<file path="src/design/sgs_cfg.svh">
/*
  Constants of the setting group selector: register offsets, field
  positions, reset values and event bit positions.
  Assumes inclusion by bare name from the package, the encoder, the top module and the bench.
*/
// Summary of operation
// - up to eight groups, exactly one active
// - reset: only group one enabled, selector idle
// - several groups enabled: control inputs drive activation
// - force on: ignore control inputs, forced, remote and local requests select
// - control inputs may be pulses or levels
// - simultaneous control inputs: lowest group number wins
// - two held levels: higher priority stays active
// - pulse-selected group stays latched until another request
// - force released: levels take over at once
// - forced field none or 1-8, acts as pulse
// - force resets off, gates remote and local
// - used groups count one to eight, reset one
// - remote request blocked by higher held level
// - status reports active group, reset group one
// - group eight level never blocks other requests
// - request for disabled group rejected, failure raised
`ifndef SGS_CFG_SVH
`define SGS_CFG_SVH

`define SGS_MAX_GROUPS    8
`define SGS_OFF_CTRL      8'h00
`define SGS_OFF_FORCE     8'h04
`define SGS_OFF_REMOTE    8'h08
`define SGS_OFF_STATUS    8'h0C
`define SGS_OFF_IRQ_STAT  8'h10
`define SGS_OFF_IRQ_MASK  8'h14
`define SGS_CTRL_FORCE    0
`define SGS_CTRL_USED_LSB 4
`define SGS_CTRL_USED_MSB 6
`define SGS_SEL_NONE      4'h0
`define SGS_SEL_MAX       4'h8
`define SGS_RST_USED      3'h0
`define SGS_RST_ACTIVE    3'h0
`define SGS_EV_CHANGE     0
`define SGS_EV_NOT_CFG    1
`define SGS_EV_FORCE_FAIL 2
`define SGS_EV_PRIO_FAIL  3

`endif

</file>
<file path="src/design/sgs_pkg.sv">
/*
  Types shared by the setting group selector modules.
  Assumes sgs_cfg.svh sits on the include path.
*/
`include "sgs_cfg.svh"

package sgs_pkg;
  typedef logic [2:0] sgs_idx_t;
  typedef logic [3:0] sgs_sel_t;
  typedef logic [3:0] sgs_irq_t;
  typedef logic [`SGS_MAX_GROUPS-1:0] sgs_vec_t;
endpackage

</file>
<file path="src/design/sgs_prio_if.sv">
/*
  Carrier between the selector top and its priority encoder.
  Assumes sgs_pkg is compiled first.
*/
`timescale 1ns/1ps
`default_nettype none

interface sgs_prio_if;
  sgs_pkg::sgs_vec_t req;
  logic              hit;
  sgs_pkg::sgs_idx_t idx;
  modport arb (input req, output hit, output idx);
  modport user (output req, input hit, input idx);
endinterface

`default_nettype wire

</file>
<file path="src/design/sgs_prio.sv">
/*
  Fixed priority encoder: bit 0 (group one) highest, top bit lowest.
  Assumes a purely combinational use inside the selector.
*/
`timescale 1ns/1ps
`default_nettype none
`include "sgs_cfg.svh"

module sgs_prio (
  sgs_prio_if.arb pa
);
  always_comb begin
    pa.hit = 1'b0;
    pa.idx = '0;
    // scan from the lowest priority up so the highest one is kept
    for (int i = `SGS_MAX_GROUPS - 1; i >= 0; i--) begin
      if (pa.req[i]) begin
        pa.hit = 1'b1;
        pa.idx = 3'(i);
      end
    end
  end
endmodule

`default_nettype wire

</file>
<file path="src/design/sgs_top.sv">
/*
  Setting group selector with an AHB-Lite register slave, sticky event
  status with mask and a level interrupt.
  Assumes group_ctrl and local panel inputs synchronous to clk, single
  word transfers from one master, zero wait states answered.
*/
`timescale 1ns/1ps
`default_nettype none
`include "sgs_cfg.svh"

module sgs_top #(
  parameter int GROUPS = `SGS_MAX_GROUPS
) (
  input  wire logic        clk,
  input  wire logic        reset,
  input  wire logic        hsel,
  input  wire logic [31:0] haddr,
  input  wire logic [1:0]  htrans,
  input  wire logic        hwrite,
  input  wire logic [2:0]  hsize,
  input  wire logic [31:0] hwdata,
  input  wire logic        hready,
  input  wire logic [7:0]  group_ctrl,
  input  wire logic        local_change_valid,
  input  wire logic [3:0]  local_change_group,
  output logic      [2:0]  active_group,
  output logic             irq,
  output logic             request_fail,
  output logic      [31:0] hrdata,
  output logic             hreadyout,
  output logic             hresp
);
  localparam logic [2:0] MAX_IDX = 3'(GROUPS - 1);

  if (GROUPS < 2 || GROUPS > `SGS_MAX_GROUPS) begin : g_chk
    $error("sgs_top: GROUPS must lie in 2..8");
  end

  function automatic sgs_pkg::sgs_vec_t sgs_en_mask(input logic [2:0] cnt);
    sgs_pkg::sgs_vec_t m;
    for (int i = 0; i < `SGS_MAX_GROUPS; i++) begin
      m[i] = (3'(i) <= cnt) && (i < GROUPS);
    end
    return m;
  endfunction

  function automatic sgs_pkg::sgs_vec_t sgs_above(input sgs_pkg::sgs_idx_t g);
    sgs_pkg::sgs_vec_t m;
    for (int i = 0; i < `SGS_MAX_GROUPS; i++) begin
      m[i] = 3'(i) < g;
    end
    return m;
  endfunction

  function automatic logic sgs_sel_ok(input sgs_pkg::sgs_sel_t s);
    return (s != `SGS_SEL_NONE) && (s <= `SGS_SEL_MAX);
  endfunction

  // register state
  logic               force_enable;
  logic [2:0]         used_count;
  sgs_pkg::sgs_sel_t  forced_group_select;
  sgs_pkg::sgs_sel_t  remote_sel;
  sgs_pkg::sgs_irq_t  irq_status;
  sgs_pkg::sgs_irq_t  irq_mask;
  logic               ap_valid;
  logic               ap_write;
  logic [7:0]         ap_addr;

  logic               next_force_enable;
  logic [2:0]         next_used_count;
  sgs_pkg::sgs_sel_t  next_forced_group_select;
  sgs_pkg::sgs_sel_t  next_remote_sel;
  sgs_pkg::sgs_irq_t  next_irq_status;
  sgs_pkg::sgs_irq_t  next_irq_mask;
  logic               next_ap_valid;
  logic               next_ap_write;
  logic [7:0]         next_ap_addr;
  logic [31:0]        next_hrdata;
  logic               next_irq;

  // selection state
  sgs_pkg::sgs_idx_t  next_active;
  logic               next_request_fail;
  logic               fail_cfg;
  logic               fail_force;
  logic               fail_prio;

  // decoded data phase writes
  logic               wr;
  logic               wr_ctrl;
  logic               wr_force;
  logic               wr_remote;
  logic               wr_mask;
  logic               ap_take;
  sgs_pkg::sgs_sel_t  wsel;

  // one-shot group requests from force, panel and remote
  logic               fwr;
  logic               lwr;
  logic               rwr;
  logic               ext_req;
  logic               ext_remote;
  sgs_pkg::sgs_idx_t  ext_grp;
  sgs_pkg::sgs_vec_t  en;

  sgs_prio_if pif ();

  sgs_prio u_prio (
    .pa (pif.arb)
  );

  assign en        = sgs_en_mask(used_count);
  assign ap_take   = hsel && hready && htrans[1];
  assign wr        = ap_valid && ap_write;
  assign wsel      = hwdata[3:0];
  assign wr_ctrl   = wr && (ap_addr == `SGS_OFF_CTRL);
  assign wr_force  = wr && (ap_addr == `SGS_OFF_FORCE);
  assign wr_remote = wr && (ap_addr == `SGS_OFF_REMOTE);
  assign wr_mask   = wr && (ap_addr == `SGS_OFF_IRQ_MASK);
  assign fwr       = wr_force && sgs_sel_ok(wsel);
  assign lwr       = local_change_valid && sgs_sel_ok(local_change_group);
  assign rwr       = wr_remote && sgs_sel_ok(wsel);
  assign ext_req   = fwr || lwr || rwr;
  assign ext_remote = rwr && !fwr && !lwr;
  assign ext_grp   = lwr && !fwr ? 3'(local_change_group - 4'h1) : 3'(wsel - 4'h1);
  // disabled groups never reach the encoder
  assign pif.req   = group_ctrl & en;

  // group selection
  always_comb begin
    next_active = active_group;
    fail_cfg    = 1'b0;
    fail_force  = 1'b0;
    fail_prio   = 1'b0;
    if (!en[active_group]) begin
      next_active = `SGS_RST_ACTIVE;
    end
    if (force_enable) begin
      // control inputs do not select while forcing
      if (ext_req) begin
        if (!en[ext_grp]) begin
          fail_cfg = 1'b1;
        end else if (ext_remote && |(group_ctrl & sgs_above(ext_grp))) begin
          fail_prio = 1'b1;
        end else begin
          next_active = ext_grp;
        end
      end
    end else begin
      if (ext_req) begin
        fail_force = 1'b1;
      end
      if (|(group_ctrl & ~en)) begin
        fail_cfg = 1'b1;
      end
      // idle while one group; held levels and pulses both win by priority
      if (used_count != `SGS_RST_USED && pif.hit) begin
        next_active = pif.idx;
      end
    end
    next_request_fail = fail_cfg || fail_force || fail_prio;
  end

  always_ff @(posedge clk) begin
    if (reset) begin
      active_group <= `SGS_RST_ACTIVE;
      request_fail <= 1'b0;
    end else begin
      active_group <= next_active;
      request_fail <= next_request_fail;
    end
  end

  // bus and registers
  always_comb begin
    next_ap_valid            = ap_take;
    next_ap_write            = hwrite;
    next_ap_addr             = haddr[7:0];
    next_force_enable        = force_enable;
    next_used_count          = used_count;
    next_forced_group_select = forced_group_select;
    next_remote_sel          = remote_sel;
    next_irq_mask            = irq_mask;
    next_hrdata              = '0;
    next_irq_status          = irq_status;
    if (wr_ctrl) begin
      next_force_enable = hwdata[`SGS_CTRL_FORCE];
      next_used_count   = hwdata[`SGS_CTRL_USED_MSB:`SGS_CTRL_USED_LSB] > MAX_IDX ?
                          MAX_IDX : hwdata[`SGS_CTRL_USED_MSB:`SGS_CTRL_USED_LSB];
    end
    if (wr_force && wsel <= `SGS_SEL_MAX) begin
      next_forced_group_select = wsel;
    end
    if (wr_remote && wsel <= `SGS_SEL_MAX) begin
      next_remote_sel = wsel;
    end
    if (wr_mask) begin
      next_irq_mask = hwdata[3:0];
    end
    if (ap_take && !hwrite) begin
      unique case (haddr[7:0])
        `SGS_OFF_CTRL: begin
          next_hrdata[`SGS_CTRL_FORCE] = force_enable;
          next_hrdata[`SGS_CTRL_USED_MSB:`SGS_CTRL_USED_LSB] = used_count;
        end
        `SGS_OFF_FORCE:    next_hrdata[3:0] = forced_group_select;
        `SGS_OFF_REMOTE:   next_hrdata[3:0] = remote_sel;
        `SGS_OFF_STATUS:   next_hrdata[2:0] = active_group;
        `SGS_OFF_IRQ_STAT: begin
          next_hrdata[3:0] = irq_status;
          next_irq_status  = '0;
        end
        `SGS_OFF_IRQ_MASK: next_hrdata[3:0] = irq_mask;
        default:           next_hrdata      = '0;
      endcase
    end
    // events set after the read clear, so a set in that cycle wins
    if (next_active != active_group) begin
      next_irq_status[`SGS_EV_CHANGE] = 1'b1;
    end
    if (fail_cfg) begin
      next_irq_status[`SGS_EV_NOT_CFG] = 1'b1;
    end
    if (fail_force) begin
      next_irq_status[`SGS_EV_FORCE_FAIL] = 1'b1;
    end
    if (fail_prio) begin
      next_irq_status[`SGS_EV_PRIO_FAIL] = 1'b1;
    end
    next_irq = |(next_irq_status & next_irq_mask);
  end

  always_ff @(posedge clk) begin
    if (reset) begin
      ap_valid            <= 1'b0;
      ap_write            <= 1'b0;
      ap_addr             <= '0;
      force_enable        <= 1'b0;
      used_count          <= `SGS_RST_USED;
      forced_group_select <= `SGS_SEL_NONE;
      remote_sel          <= `SGS_SEL_NONE;
      irq_status          <= '0;
      irq_mask            <= '0;
      irq                 <= 1'b0;
      hrdata              <= '0;
      hreadyout           <= 1'b1;
      hresp               <= 1'b0;
    end else begin
      ap_valid            <= next_ap_valid;
      ap_write            <= next_ap_write;
      ap_addr             <= next_ap_addr;
      force_enable        <= next_force_enable;
      used_count          <= next_used_count;
      forced_group_select <= next_forced_group_select;
      remote_sel          <= next_remote_sel;
      irq_status          <= next_irq_status;
      irq_mask            <= next_irq_mask;
      irq                 <= next_irq;
      hrdata              <= next_hrdata;
      hreadyout           <= 1'b1;
      hresp               <= 1'b0;
    end
  end

  chk_idle_group_one: assert property (@(posedge clk) disable iff (reset)
    (used_count == `SGS_RST_USED) |=> (active_group == `SGS_RST_ACTIVE))
    else $error("idle selector left group one");

  chk_force_ignores: assert property (@(posedge clk) disable iff (reset)
    (force_enable && !ext_req && !wr_ctrl && en[active_group]) |=> $stable(active_group))
    else $error("group changed under force without request");

  chk_prio_pick: assert property (@(posedge clk) disable iff (reset)
    (!force_enable && used_count != 3'h0 && |(group_ctrl & en))
    |=> (active_group == $past(pif.idx)) && !(|(sgs_above(active_group) & $past(group_ctrl) & $past(en))))
    else $error("lowest requested group not selected");

  chk_pulse_latch: assert property (@(posedge clk) disable iff (reset)
    (!force_enable && group_ctrl == 8'h00 && !wr_ctrl && en[active_group]) |=> $stable(active_group))
    else $error("latched group lost without request");

  chk_force_apply: assert property (@(posedge clk) disable iff (reset)
    (force_enable && fwr && en[3'(wsel - 4'h1)]) |=> (active_group == 3'($past(wsel) - 4'h1)))
    else $error("forced group not applied");

  chk_force_gate: assert property (@(posedge clk) disable iff (reset)
    (!force_enable && ext_req)
    |=> request_fail && irq_status[`SGS_EV_FORCE_FAIL] && $stable(force_enable))
    else $error("ungated change not refused");

  chk_remote_block: assert property (@(posedge clk) disable iff (reset)
    (force_enable && ext_remote && en[ext_grp] && |(group_ctrl & sgs_above(ext_grp)))
    |=> $stable(active_group) && request_fail && irq_status[`SGS_EV_PRIO_FAIL])
    else $error("remote passed a held higher group");

  chk_reset_state: assert property (@(posedge clk)
    reset |=> (active_group == `SGS_RST_ACTIVE) && !force_enable && !irq)
    else $error("reset state wrong");

  chk_cfg_fail: assert property (@(posedge clk) disable iff (reset)
    (!force_enable && |(group_ctrl & ~en)) |=> request_fail && irq_status[`SGS_EV_NOT_CFG])
    else $error("disabled group request not flagged");

  chk_level_return: assert property (@(posedge clk) disable iff (reset)
    ($fell(force_enable) && used_count != 3'h0 && pif.hit) |=> (active_group == $past(pif.idx)))
    else $error("levels did not retake selection");
endmodule

`default_nettype wire

</file>
<file path="config.mk">
export PLATFORM = sky130hd
export DESIGN_NAME = sgs_top
export DESIGN_NICKNAME = d
export VERILOG_FILES = /design/src/design/sgs_pkg.sv /design/src/design/sgs_prio_if.sv /design/src/design/sgs_prio.sv /design/src/design/sgs_top.sv
export VERILOG_INCLUDE_DIRS = /design/src /design/src/design
export SDC_FILE = /design/constraint.sdc
export NUM_CORES = 1
export LEC_CHECK = 0
export BUFFER_PORTS_ARGS = -buffer_cell sky130_fd_sc_hd__buf_2
export CAP_MARGIN = 5
export CORE_ASPECT_RATIO = 1.1
export CORE_UTILIZATION = 50
export DETAILED_ROUTE_END_ITERATION = 10
export PLACE_DENSITY = 0.89
export SETUP_SLACK_MARGIN = 0.1
export SLEW_MARGIN = 30
export SYNTH_ARGS = -nofsm -noshare
export SYNTH_HDL_FRONTEND = slang
export SYNTH_HIERARCHICAL = 1
export SYNTH_SLANG_ARGS = --single-unit
export TNS_END_PERCENT = 100
</file>
<file path="constraint.sdc">
create_clock -name clk -period 6.5 [get_ports clk]
set_input_delay 0.975 -clock clk [delete_from_list [all_inputs] [get_ports clk]]
set_output_delay 0.975 -clock clk [all_outputs]
set_load 0.05 [all_outputs]
</file>
==> results.toml, run 1 <==
[worst_setup_path]
timing.critical_path.required_ns = 6.73
path_class = "in -> reg"
worstSetupStartpointType = "input pin"
ff2ff_path_depth = 16
path_cells = "buf_2 -> or4_1 -> and3_1 -> o211a_2 -> or2_1 -> inv_1 -> ha_1 -> xnor2_1 -> nand2_1 -> a211oi_1 -> or3b_1 -> nand4_1 -> a311oi_1 -> and3_1 -> mux2_4 -> o221a_4 -> o211ai_2"
slowest_stage = "or4_1"
crit_fanout = 9
critPathArrivalTime_ns = 5.11
cell_repeated_most_along_the_worst_path = "and3_1"
crit_path_end_kind = "flip-flop"
crit_path_max_incr_delay_ns = 0.54

[sta]
slew_violations = 0
finClkSkew_ns = 0.00608
finalHoldViolCount = 0
timing.final.crit_period_ns = 4.88
rsz0062_at_grt = "no"
fin_hold_ws_ns = 0.503
clock.fmax_mhz = 205
max-slew-margin-rel = 0.554
timing.final.setup_violations = 0
tightest_slew_ns = 0.669
setup_total_negative_slack_ns = 0
finalCritPeriodShare = 0.751

[yosys]
top_cell_type_by_total_area_after_synthesis = "dfxtp_1"
synth-main-ff-cell = "dfxtp_1"
synth_area_per_cell_sq_um = 8.32
synth_enable_flop_cells = 0
synthCells = 354
yosys-top-cells-area = "dfxtp_1 29%, buf_4 6.9%, mux2i_1 5.8%"
share_of_flip_flops_with_an_asynchronous_set_or_reset_after_synthesis = 0
warnings_synthesis = 6
ys_seq_area_frac = 0.285
netlist-cell-type-count = 73
netlist.area_leader.share = 0.285
ys_ff_latch = 42
synthesis.area_sq_um = 2950

[die]
die_h_um = 82.5
die-width_um = 75.2
std_cell_rows = 28
floorplan.io_pins = 126
core_footprint_sq_um = 5540
start_util = 0.532
die_area_sq_um = 6200

[cells_and_area]
layout.cells.most_common = "buf_2"
layout-area-overhead-vs-synth_pct = 6.12
design.final.nets = 476
post-route-util = 0.565
drive_above_1_share = 0.203
antennaDiodeCount = 0
final_cell_mix = "45 x buf_2, 43 x nor2_1, 42 x dfxtp_1"

[pwr]
power.leakage_nw = 1.31
pwr_density_cell_nw_per_um2 = 178
total_power_mw = 0.556
vdd_drop_max_uv = 109

[grt]
grt_pass1_wl_um = 10900
antenna_violations_before_repair = 0
overflow = 0
via_count_of_the_first_global_routing_pass = 2459
globalRoute.busiestLayer = "met2"
grt.met3_usage = 0.0231
grt_usage = 0.229
grt_util_met2 = 0.403
grt_max_degree = 37
globalRouteMet1Util = 0.287

[job]
max_cap_violations = 0

[drt]
routed-via-count = 2680
route.antenna.remaining_nets = 0
detail_route.wl_per_cell_um = 14.7
drt_pre_antenna_iters = 5
drt_first_iter_violations = 217
via_per_inst = 5.78
detail_route.wirelength_um = 6810
route.detailed.drc = 0

[clock_tree]
cts_post_setup_buffers_inserted = 0
sink_count = 42
cts_repair_resize_count = 0
total_clock_buffers_created_by_cts = 5
cts_htree_levels = 2
clkSlewWorstSetupHoldPaths_ns = 0.09
cts_max_path_buffers = 2
root_buffer = "clkbuf_8"
cts_tree = "yes"
cts_hold_buffers = 0
clkLatencyLatePin_ns = 0.30

[placed_design]
gp_congestion = 0.907
place.port_buffers = 45
place.detailed.hpwl_um = 5100

[worst_hold_path]
hold_crit_depth = 2
hp-class = "reg -> reg"

[status]
run_status = "completed"
[critical path: cells and delay by family]
kind            cells  cell delay, ns
xor+xnor            1            0.14
fa+ha+maj           1            0.28
mux                 1            0.34
compound gates      5            1.20
simple gates        7            1.89
buf+inv             2            0.27
[sequential cells by signal (all words and copies together), names as in the netlist]
signal,flops
ap_write,1
used_count,3
irq_mask,4
hrdata,7
force_enable,1
ap_valid,1
irq_status,4
irq,1
remote_sel,4
forced_group_select,4
active_group,3
request_fail,1
ap_addr,8
[cells in the mapped netlist, types with 2 or more instances]
library cell / n
a211oi_1: 10
a21oi_1: 21
a21oi_2: 2
a22oi_1: 6
a31oi_1: 3
and2_1: 7
and2b_2: 2
and3_1: 8
buf_4: 27
buf_6: 5
clkbuf_1: 7
clkbuf_8: 3
conb_1: 2
dfxtp_1: 42
inv_1: 13
maj3_2: 2
mux2_2: 2
mux2i_1: 17
nand2_1: 17
nand2b_1: 4
nand3_1: 6
nand4_1: 2
nor2_1: 43
nor2b_1: 14
nor3_1: 12
nor3_4: 2
nor4_1: 3
o211ai_1: 3
o21ai_0: 10
o22ai_1: 2
o31ai_1: 2
o41ai_1: 2
or3b_1: 2
or4_1: 3
or4_4: 2
xnor2_1: 5
xor2_1: 5
[path summary, 6_finish.rpt]
check	start	end	slack (ns)
setup / recovery	local_change_group[1]	irq$_SDFF_PP0_	1.62
setup reg to reg	ap_write$_SDFF_PP0_	irq$_SDFF_PP0_	1.93
hold / removal	remote_sel[0]$_SDFFE_PP0P_	remote_sel[0]$_SDFFE_PP0P_	0.50
hold reg to reg	remote_sel[0]$_SDFFE_PP0P_	remote_sel[0]$_SDFFE_PP0P_	0.50
[per-layer routing]
layer  vias to the layer above  routed length [um]
met5                         -                   0
met4                         0                 197
met3                        18                 423
met2                       124                3360
met1                      1258                2830
li1                       1280                   -
[metrics by stage]
step	setup WS [ns]	area, sq um	cells
2_1_floorplan	2.07	3040	379
3_3_place_gp	1.45	3030	456
3_5_place_dp	1.44	3030	456
4_1_cts	1.70	3120	464
5_1_grt	1.33	3130	464
6_report	1.62	3130	464
[cell families after synthesis]
logic type	share of synthesized area
and+or+nand+nor	0.259
AOI/OAI and AO/OA	0.191
buffers and inverters	0.129
DFF	0.285
muxes	0.0820
xor gates and xnor gates	0.0353
adders and majority gates	0.0153
other	0.00255
[final cells by class]
| class | count | area, sq um |
|---|---|---|
| inverters | 13 | 48.8 |
| fillers | 500 | 2410 |
| well taps | 75 | 93.8 |
| repair buffers | 45 | 225 |
| multi-input cells | 281 | 1820 |
| clock inverters | 3 | 25.0 |
| flip-flops and latches | 42 | 841 |
| clock buffers | 5 | 68.8 |
[report_power, final]
part,internal (mW),switching [mW]
clock,0.0776,0.101
sequential,0.262,0.00325
combinational,0.0321,0.0812
total,0.371,0.185
(Power assumes the default switching activity.)
==> run 2, diff against run 1 <==
--- a/config.mk
+++ b/config.mk
@@ -9,9 +9,9 @@
 export BUFFER_PORTS_ARGS = -buffer_cell sky130_fd_sc_hd__buf_2
 export CAP_MARGIN = 5
 export CORE_ASPECT_RATIO = 1.1
-export CORE_UTILIZATION = 50
+export CORE_UTILIZATION = 48
 export DETAILED_ROUTE_END_ITERATION = 10
-export PLACE_DENSITY = 0.89
+export PLACE_DENSITY = 0.86
 export SETUP_SLACK_MARGIN = 0.1
 export SLEW_MARGIN = 30
 export SYNTH_ARGS = -nofsm -noshare
==> constraint.sdc (replaced) <==
create_clock -name clk -period 4.6 [get_ports clk]
set_input_delay 0.69 -clock clk [delete_from_list [all_inputs] [get_ports clk]]
set_output_delay 0.69 -clock clk [all_outputs]
set_load 0.05 [all_outputs]
==> results.toml, run 2 (synthesized netlist as in run 1, its figures left out) <==
[pwr]
vdd_drop_max_uv = 156
reg_power_frac = 0.475
pwr_density_cell_nw_per_um2 = 248
power.leakage_nw = 1.34
clock_power_share = 0.313
power.switching_mw = 0.259
power_switching_share = 0.329
cell_internal_pwr_mw = 0.529
power.share.combinational = 0.212

[placed_design]
detailed_place.area_sq_um = 3080
gp_congestion = 0.912
place.port_buffers = 45
place.detailed.hpwl_um = 5180

[worst_hold_path]
worstHoldStart = "remote_sel[1]$_SDFFE_PP0P_"
hp-class = "reg -> reg"

[drt]
routed-via-count = 2716
drt_pre_antenna_iters = 5
route.detailed.drc = 0
detail_route.wirelength_um = 6960
route.antenna.remaining_nets = 0
detail_route.wl_per_cell_um = 14.7
drt_first_iter_violations = 329
via_per_inst = 5.74

[grt]
grt_usage = 0.220
antenna_violations_before_repair = 0
grt_max_degree = 37
via_count_of_the_first_global_routing_pass = 2491
overflow = 0
grt_pass1_wl_um = 11400

[sta]
clock.fmax_mhz = 234
setup_total_negative_slack_ns = 0
max-slew-margin-rel = 0.353
rsz0062_at_grt = "no"
slew_violations = 0
tightest_slew_ns = 0.963
timing.final.crit_period_ns = 4.28
timing.final.setup_violations = 0
fin_hold_ws_ns = 0.505
finalCritPeriodShare = 0.931
finClkSkew_ns = 0.00774
finalHoldViolCount = 0

[cells_and_area]
multi_input_area_sq_um = 1820
layout-area-overhead-vs-synth_pct = 7.82
drive_above_1_share = 0.217
regArea_sq_um = 841
antennaDiodeCount = 0
layout.cells.most_common = "buf_2"
final_cell_mix = "45 x buf_2, 43 x nor2_1, 42 x dfxtp_1"
regs_by_ff_count = "ap_addr x8, hrdata x7"
postLayoutCellArea_sq_um = 3180
regMostFlops = "ap_addr"
largest_register_ffs = 8
design.final.nets = 483
fillerInstances = 552

[worst_setup_path]
timing_startpoint_of_the_critical_path = "ap_addr[4]$_SDFF_PP0_"
worstSetupStartpointType = "flip-flop"
path_class = "reg -> reg"
critPathArrivalTime_ns = 4.46
crit_fanout = 5
crit_path_end_kind = "flip-flop"
timing.critical_path.required_ns = 4.78
rr_startpoint = "ap_addr[4]$_SDFF_PP0_"

[clock_tree]
total_clock_buffers_created_by_cts = 5
cts_htree_levels = 2
sink_count = 42
root_buffer = "clkbuf_8"
cts_hold_buffers = 0
cts_post_setup_buffers_inserted = 0
cts_max_path_buffers = 2
clkLatencyLatePin_ns = 0.30
clkSlewWorstSetupHoldPaths_ns = 0.09
cts_repair_resize_count = 0
cts_tree = "yes"

[die]
core_footprint_sq_um = 5840
die_area_sq_um = 6450
floorplan.io_pins = 126
die-width_um = 76.7
std_cell_rows = 29
start_util = 0.504
die_h_um = 84.2

[job]
max_cap_violations = 0

[status]
run_status = "completed"
[run 2: path summary, 6_finish.rpt]
kind	to	slack, ns	cells past startpoint
setup reg to reg	irq$_SDFF_PP0_	0.32	17
hold / removal	remote_sel[1]$_SDFFE_PP0P_	0.50	2
setup / recovery	irq$_SDFF_PP0_	0.32	17
hold reg to reg	remote_sel[1]$_SDFFE_PP0P_	0.50	2
[run 2: per-stage QoR]
step	instances	power [mW]	worst slack, ns	util
CTS	473	0.788	0.307	0.543
global placement	465	0.543	0.154	0.528
floorplan	379	0.526	0.450	-
global route	473	0.819	0.116	0.544
finish	473	0.788	0.319	0.544
detailed placement	465	0.546	0.127	0.528
[run 2: power by group through the flow]
stage	Combinational, mW	Clock [mW]	Sequential, mW
floorplan	0.143	0	0.383
global placement	0.161	0	0.382
detailed placement	0.164	0	0.382
CTS	0.165	0.250	0.374
global route	0.179	0.266	0.375
finish	0.167	0.247	0.374
[run 2: worst max-delay path, stage by stage, from the launching register on]
cell and delay [ns]:
dfxtp_1 0.33, or4_4 0.57, or4_4 0.46, a21oi_2 0.18, or2_1 0.18, inv_1 0.08
ha_1 0.21, xnor2_1 0.14, nand2_1 0.07, a211oi_1 0.32, or3b_1 0.17, nand4_1 0.14
a311oi_1 0.33, and3_2 0.31, buf_4 0.16, mux2i_1 0.21, o221a_4 0.22, o211ai_2 0.08
[run 2: final cells by class]
cell class                      instances  share of cell area
Tap cell                               77              0.0303
Clock inverter                          3             0.00749
Multi-Input combinational cell        281               0.573
Inverter                               13              0.0154
Clock buffer                            5              0.0217
Timing Repair Buffer                   52              0.0875
Sequential cell                        42               0.265
[run 2: layer usage]
layer / vias up / GRT usage / routed length, um
met1: 1252 / 0.273 / 2740
met5: - / 0 / 0
met2: 149 / 0.370 / 3440
met4: 0 / 0.105 / 223
met3: 21 / 0.0359 / 556
li1: 1294 / - / -
==> run 3, diff against run 2 <==
--- a/config.mk
+++ b/config.mk
@@ -8,11 +8,13 @@
 export LEC_CHECK = 0
 export BUFFER_PORTS_ARGS = -buffer_cell sky130_fd_sc_hd__buf_2
 export CAP_MARGIN = 5
+export CELL_PAD_IN_SITES_DETAIL_PLACEMENT = 1
+export CELL_PAD_IN_SITES_GLOBAL_PLACEMENT = 2
 export CORE_ASPECT_RATIO = 1.1
-export CORE_UTILIZATION = 48
+export CORE_UTILIZATION = 26
 export DETAILED_ROUTE_END_ITERATION = 10
-export PLACE_DENSITY = 0.86
-export SETUP_SLACK_MARGIN = 0.1
+export PLACE_DENSITY = 0.85
+export SETUP_SLACK_MARGIN = 0.15
 export SLEW_MARGIN = 30
 export SYNTH_ARGS = -nofsm -noshare
 export SYNTH_HDL_FRONTEND = slang
==> results.toml, run 3 (synthesized netlist as in run 1, its figures left out) <==
[grt]
grt_pass1_wl_um = 13200
antenna_violations_before_repair = 0
grt_max_degree = 37
overflow = 0
grt_usage = 0.147
via_count_of_the_first_global_routing_pass = 2670

[placed_design]
detailed_place.area_sq_um = 3190
gp_congestion = 0.796
place.port_buffers = 45
place.detailed.hpwl_um = 6580

[die]
std_cell_rows = 40
die-width_um = 103
floorplan.io_pins = 126
die_h_um = 114
die_area_sq_um = 11800
start_util = 0.269
core_footprint_sq_um = 11000

[worst_setup_path]
crit_path_end_kind = "flip-flop"
critPathArrivalTime_ns = 4.41
path_class = "in -> reg"
timing.critical_path.required_ns = 4.81
crit_fanout = 6
worstSetupStartpointType = "input pin"

[drt]
detail_route.wl_per_cell_um = 15.1
drt_first_iter_violations = 109
routed-via-count = 2630
drt_pre_antenna_iters = 4
via_per_inst = 4.82
detail_route.wirelength_um = 8230
route.detailed.drc = 0
route.antenna.remaining_nets = 0

[cells_and_area]
layout-area-overhead-vs-synth_pct = 13.6
largest_register_ffs = 8
antennaDiodeCount = 0
regMostFlops = "ap_addr"
regs_by_ff_count = "ap_addr x8, hrdata x7"
postLayoutCellArea_sq_um = 3350
layout.cells.most_common = "buf_2"
final_cell_mix = "45 x buf_2, 43 x nor2_1, 42 x dfxtp_1"
drive_above_1_share = 0.223
design.final.nets = 486

[clock_tree]
total_clock_buffers_created_by_cts = 5
cts_tree = "yes"
cts_post_setup_buffers_inserted = 0
clkLatencyLatePin_ns = 0.29
cts_max_path_buffers = 2
clkSlewWorstSetupHoldPaths_ns = 0.06
cts_htree_levels = 2
root_buffer = "clkbuf_16"
sink_count = 42

[sta]
timing.final.crit_period_ns = 4.20
finalCritPeriodShare = 0.913
tightest_slew_ns = 0.894
finalHoldViolCount = 0
setup_total_negative_slack_ns = 0
finClkSkew_ns = 0.00775
timing.final.setup_violations = 0
clock.fmax_mhz = 238
max-slew-margin-rel = 0.399
slew_violations = 0
rsz0062_at_grt = "no"

[status]
run_status = "completed"

[pwr]
vdd_drop_max_uv = 138
pwr_density_cell_nw_per_um2 = 266
power.leakage_nw = 1.38

[job]
max_cap_violations = 0

[worst_hold_path]
hp-class = "reg -> reg"
-- run 3: cell count changes in the layout (fill, tap and decap cells not counted), moves of 2 or more --
cell,change
clkbuf_8,-5
clkbuf_16,+5
buf_4,+3
clkinvlp_4,-2
-- run 3: stage by stage --
step	utilization	power [mW]	setup slack, ns	std cells	hold WS, ns
global route	0.305	0.928	0.176	546	0.526
floorplan	-	0.526	0.450	379	0.449
CTS	0.304	0.902	0.383	546	0.489
detailed placement	0.291	0.552	0.124	538	0.475
global placement	0.291	0.548	0.154	538	0.458
finish	0.305	0.891	0.401	546	0.486
-- run 3: area by class of cell --
cell class              count  area, sq um
flip-flops and latches     42          841
well taps                 147          184
clock buffers               6          129
clock inverters             2         13.8
fillers                  1335         7610
inverters                  13         48.8
multi-input cells         281         1830
repair buffers             55          300
-- run 3: power by group --
part	internal (mW)	switching, mW	total (mW)
registers	0.370	0.00510	0.375
clock network	0.201	0.145	0.346
logic	0.0518	0.118	0.170
total	0.623	0.268	0.891
-- run 3: final timing paths --
| kind | endpoint | start | slack, ns | depth (start not counted) |
|---|---|---|---|---|
| setup / recovery | irq_status[0]$_SDFF_PP0_ | local_change_group[1] | 0.40 | 18 |
| hold / removal | remote_sel[0]$_SDFFE_PP0P_ | remote_sel[0]$_SDFFE_PP0P_ | 0.49 | 2 |
| setup reg to reg | irq$_SDFF_PP0_ | ap_addr[4]$_SDFF_PP0_ | 0.41 | 17 |
| hold reg to reg | remote_sel[0]$_SDFFE_PP0P_ | remote_sel[0]$_SDFFE_PP0P_ | 0.49 | 2 |
-- run 3: worst max-delay path, cell delays in order --
cell and delay [ns]:
buf_2 0.13, or4_1 0.54, and3_1 0.26, o211a_2 0.18, or2_1 0.25, inv_1 0.11
ha_1 0.21, buf_4 0.15, xor2_1 0.17, a211oi_2 0.07, or3b_1 0.37, nand4_1 0.12
a311oi_1 0.10, and3_1 0.27, buf_4 0.18, nor3_1 0.26, o21ai_0 0.18, a21oi_2 0.17
-- run 3: what timing repair did --
item | in CTS | in global routing
hold buffers | 0 | 0
setup endpoints to repair | 0 | 2
resized for setup | 0 | 2
-- run 3: metal layers --
metal,part of all wire,up-vias,GRT usage
met1,0.44,1263,0.177
met5,0,-,0
met2,0.51,58,0.267
li1,-,1300,-
met3,0.037,9,0.0233
met4,0.012,0,0.0376
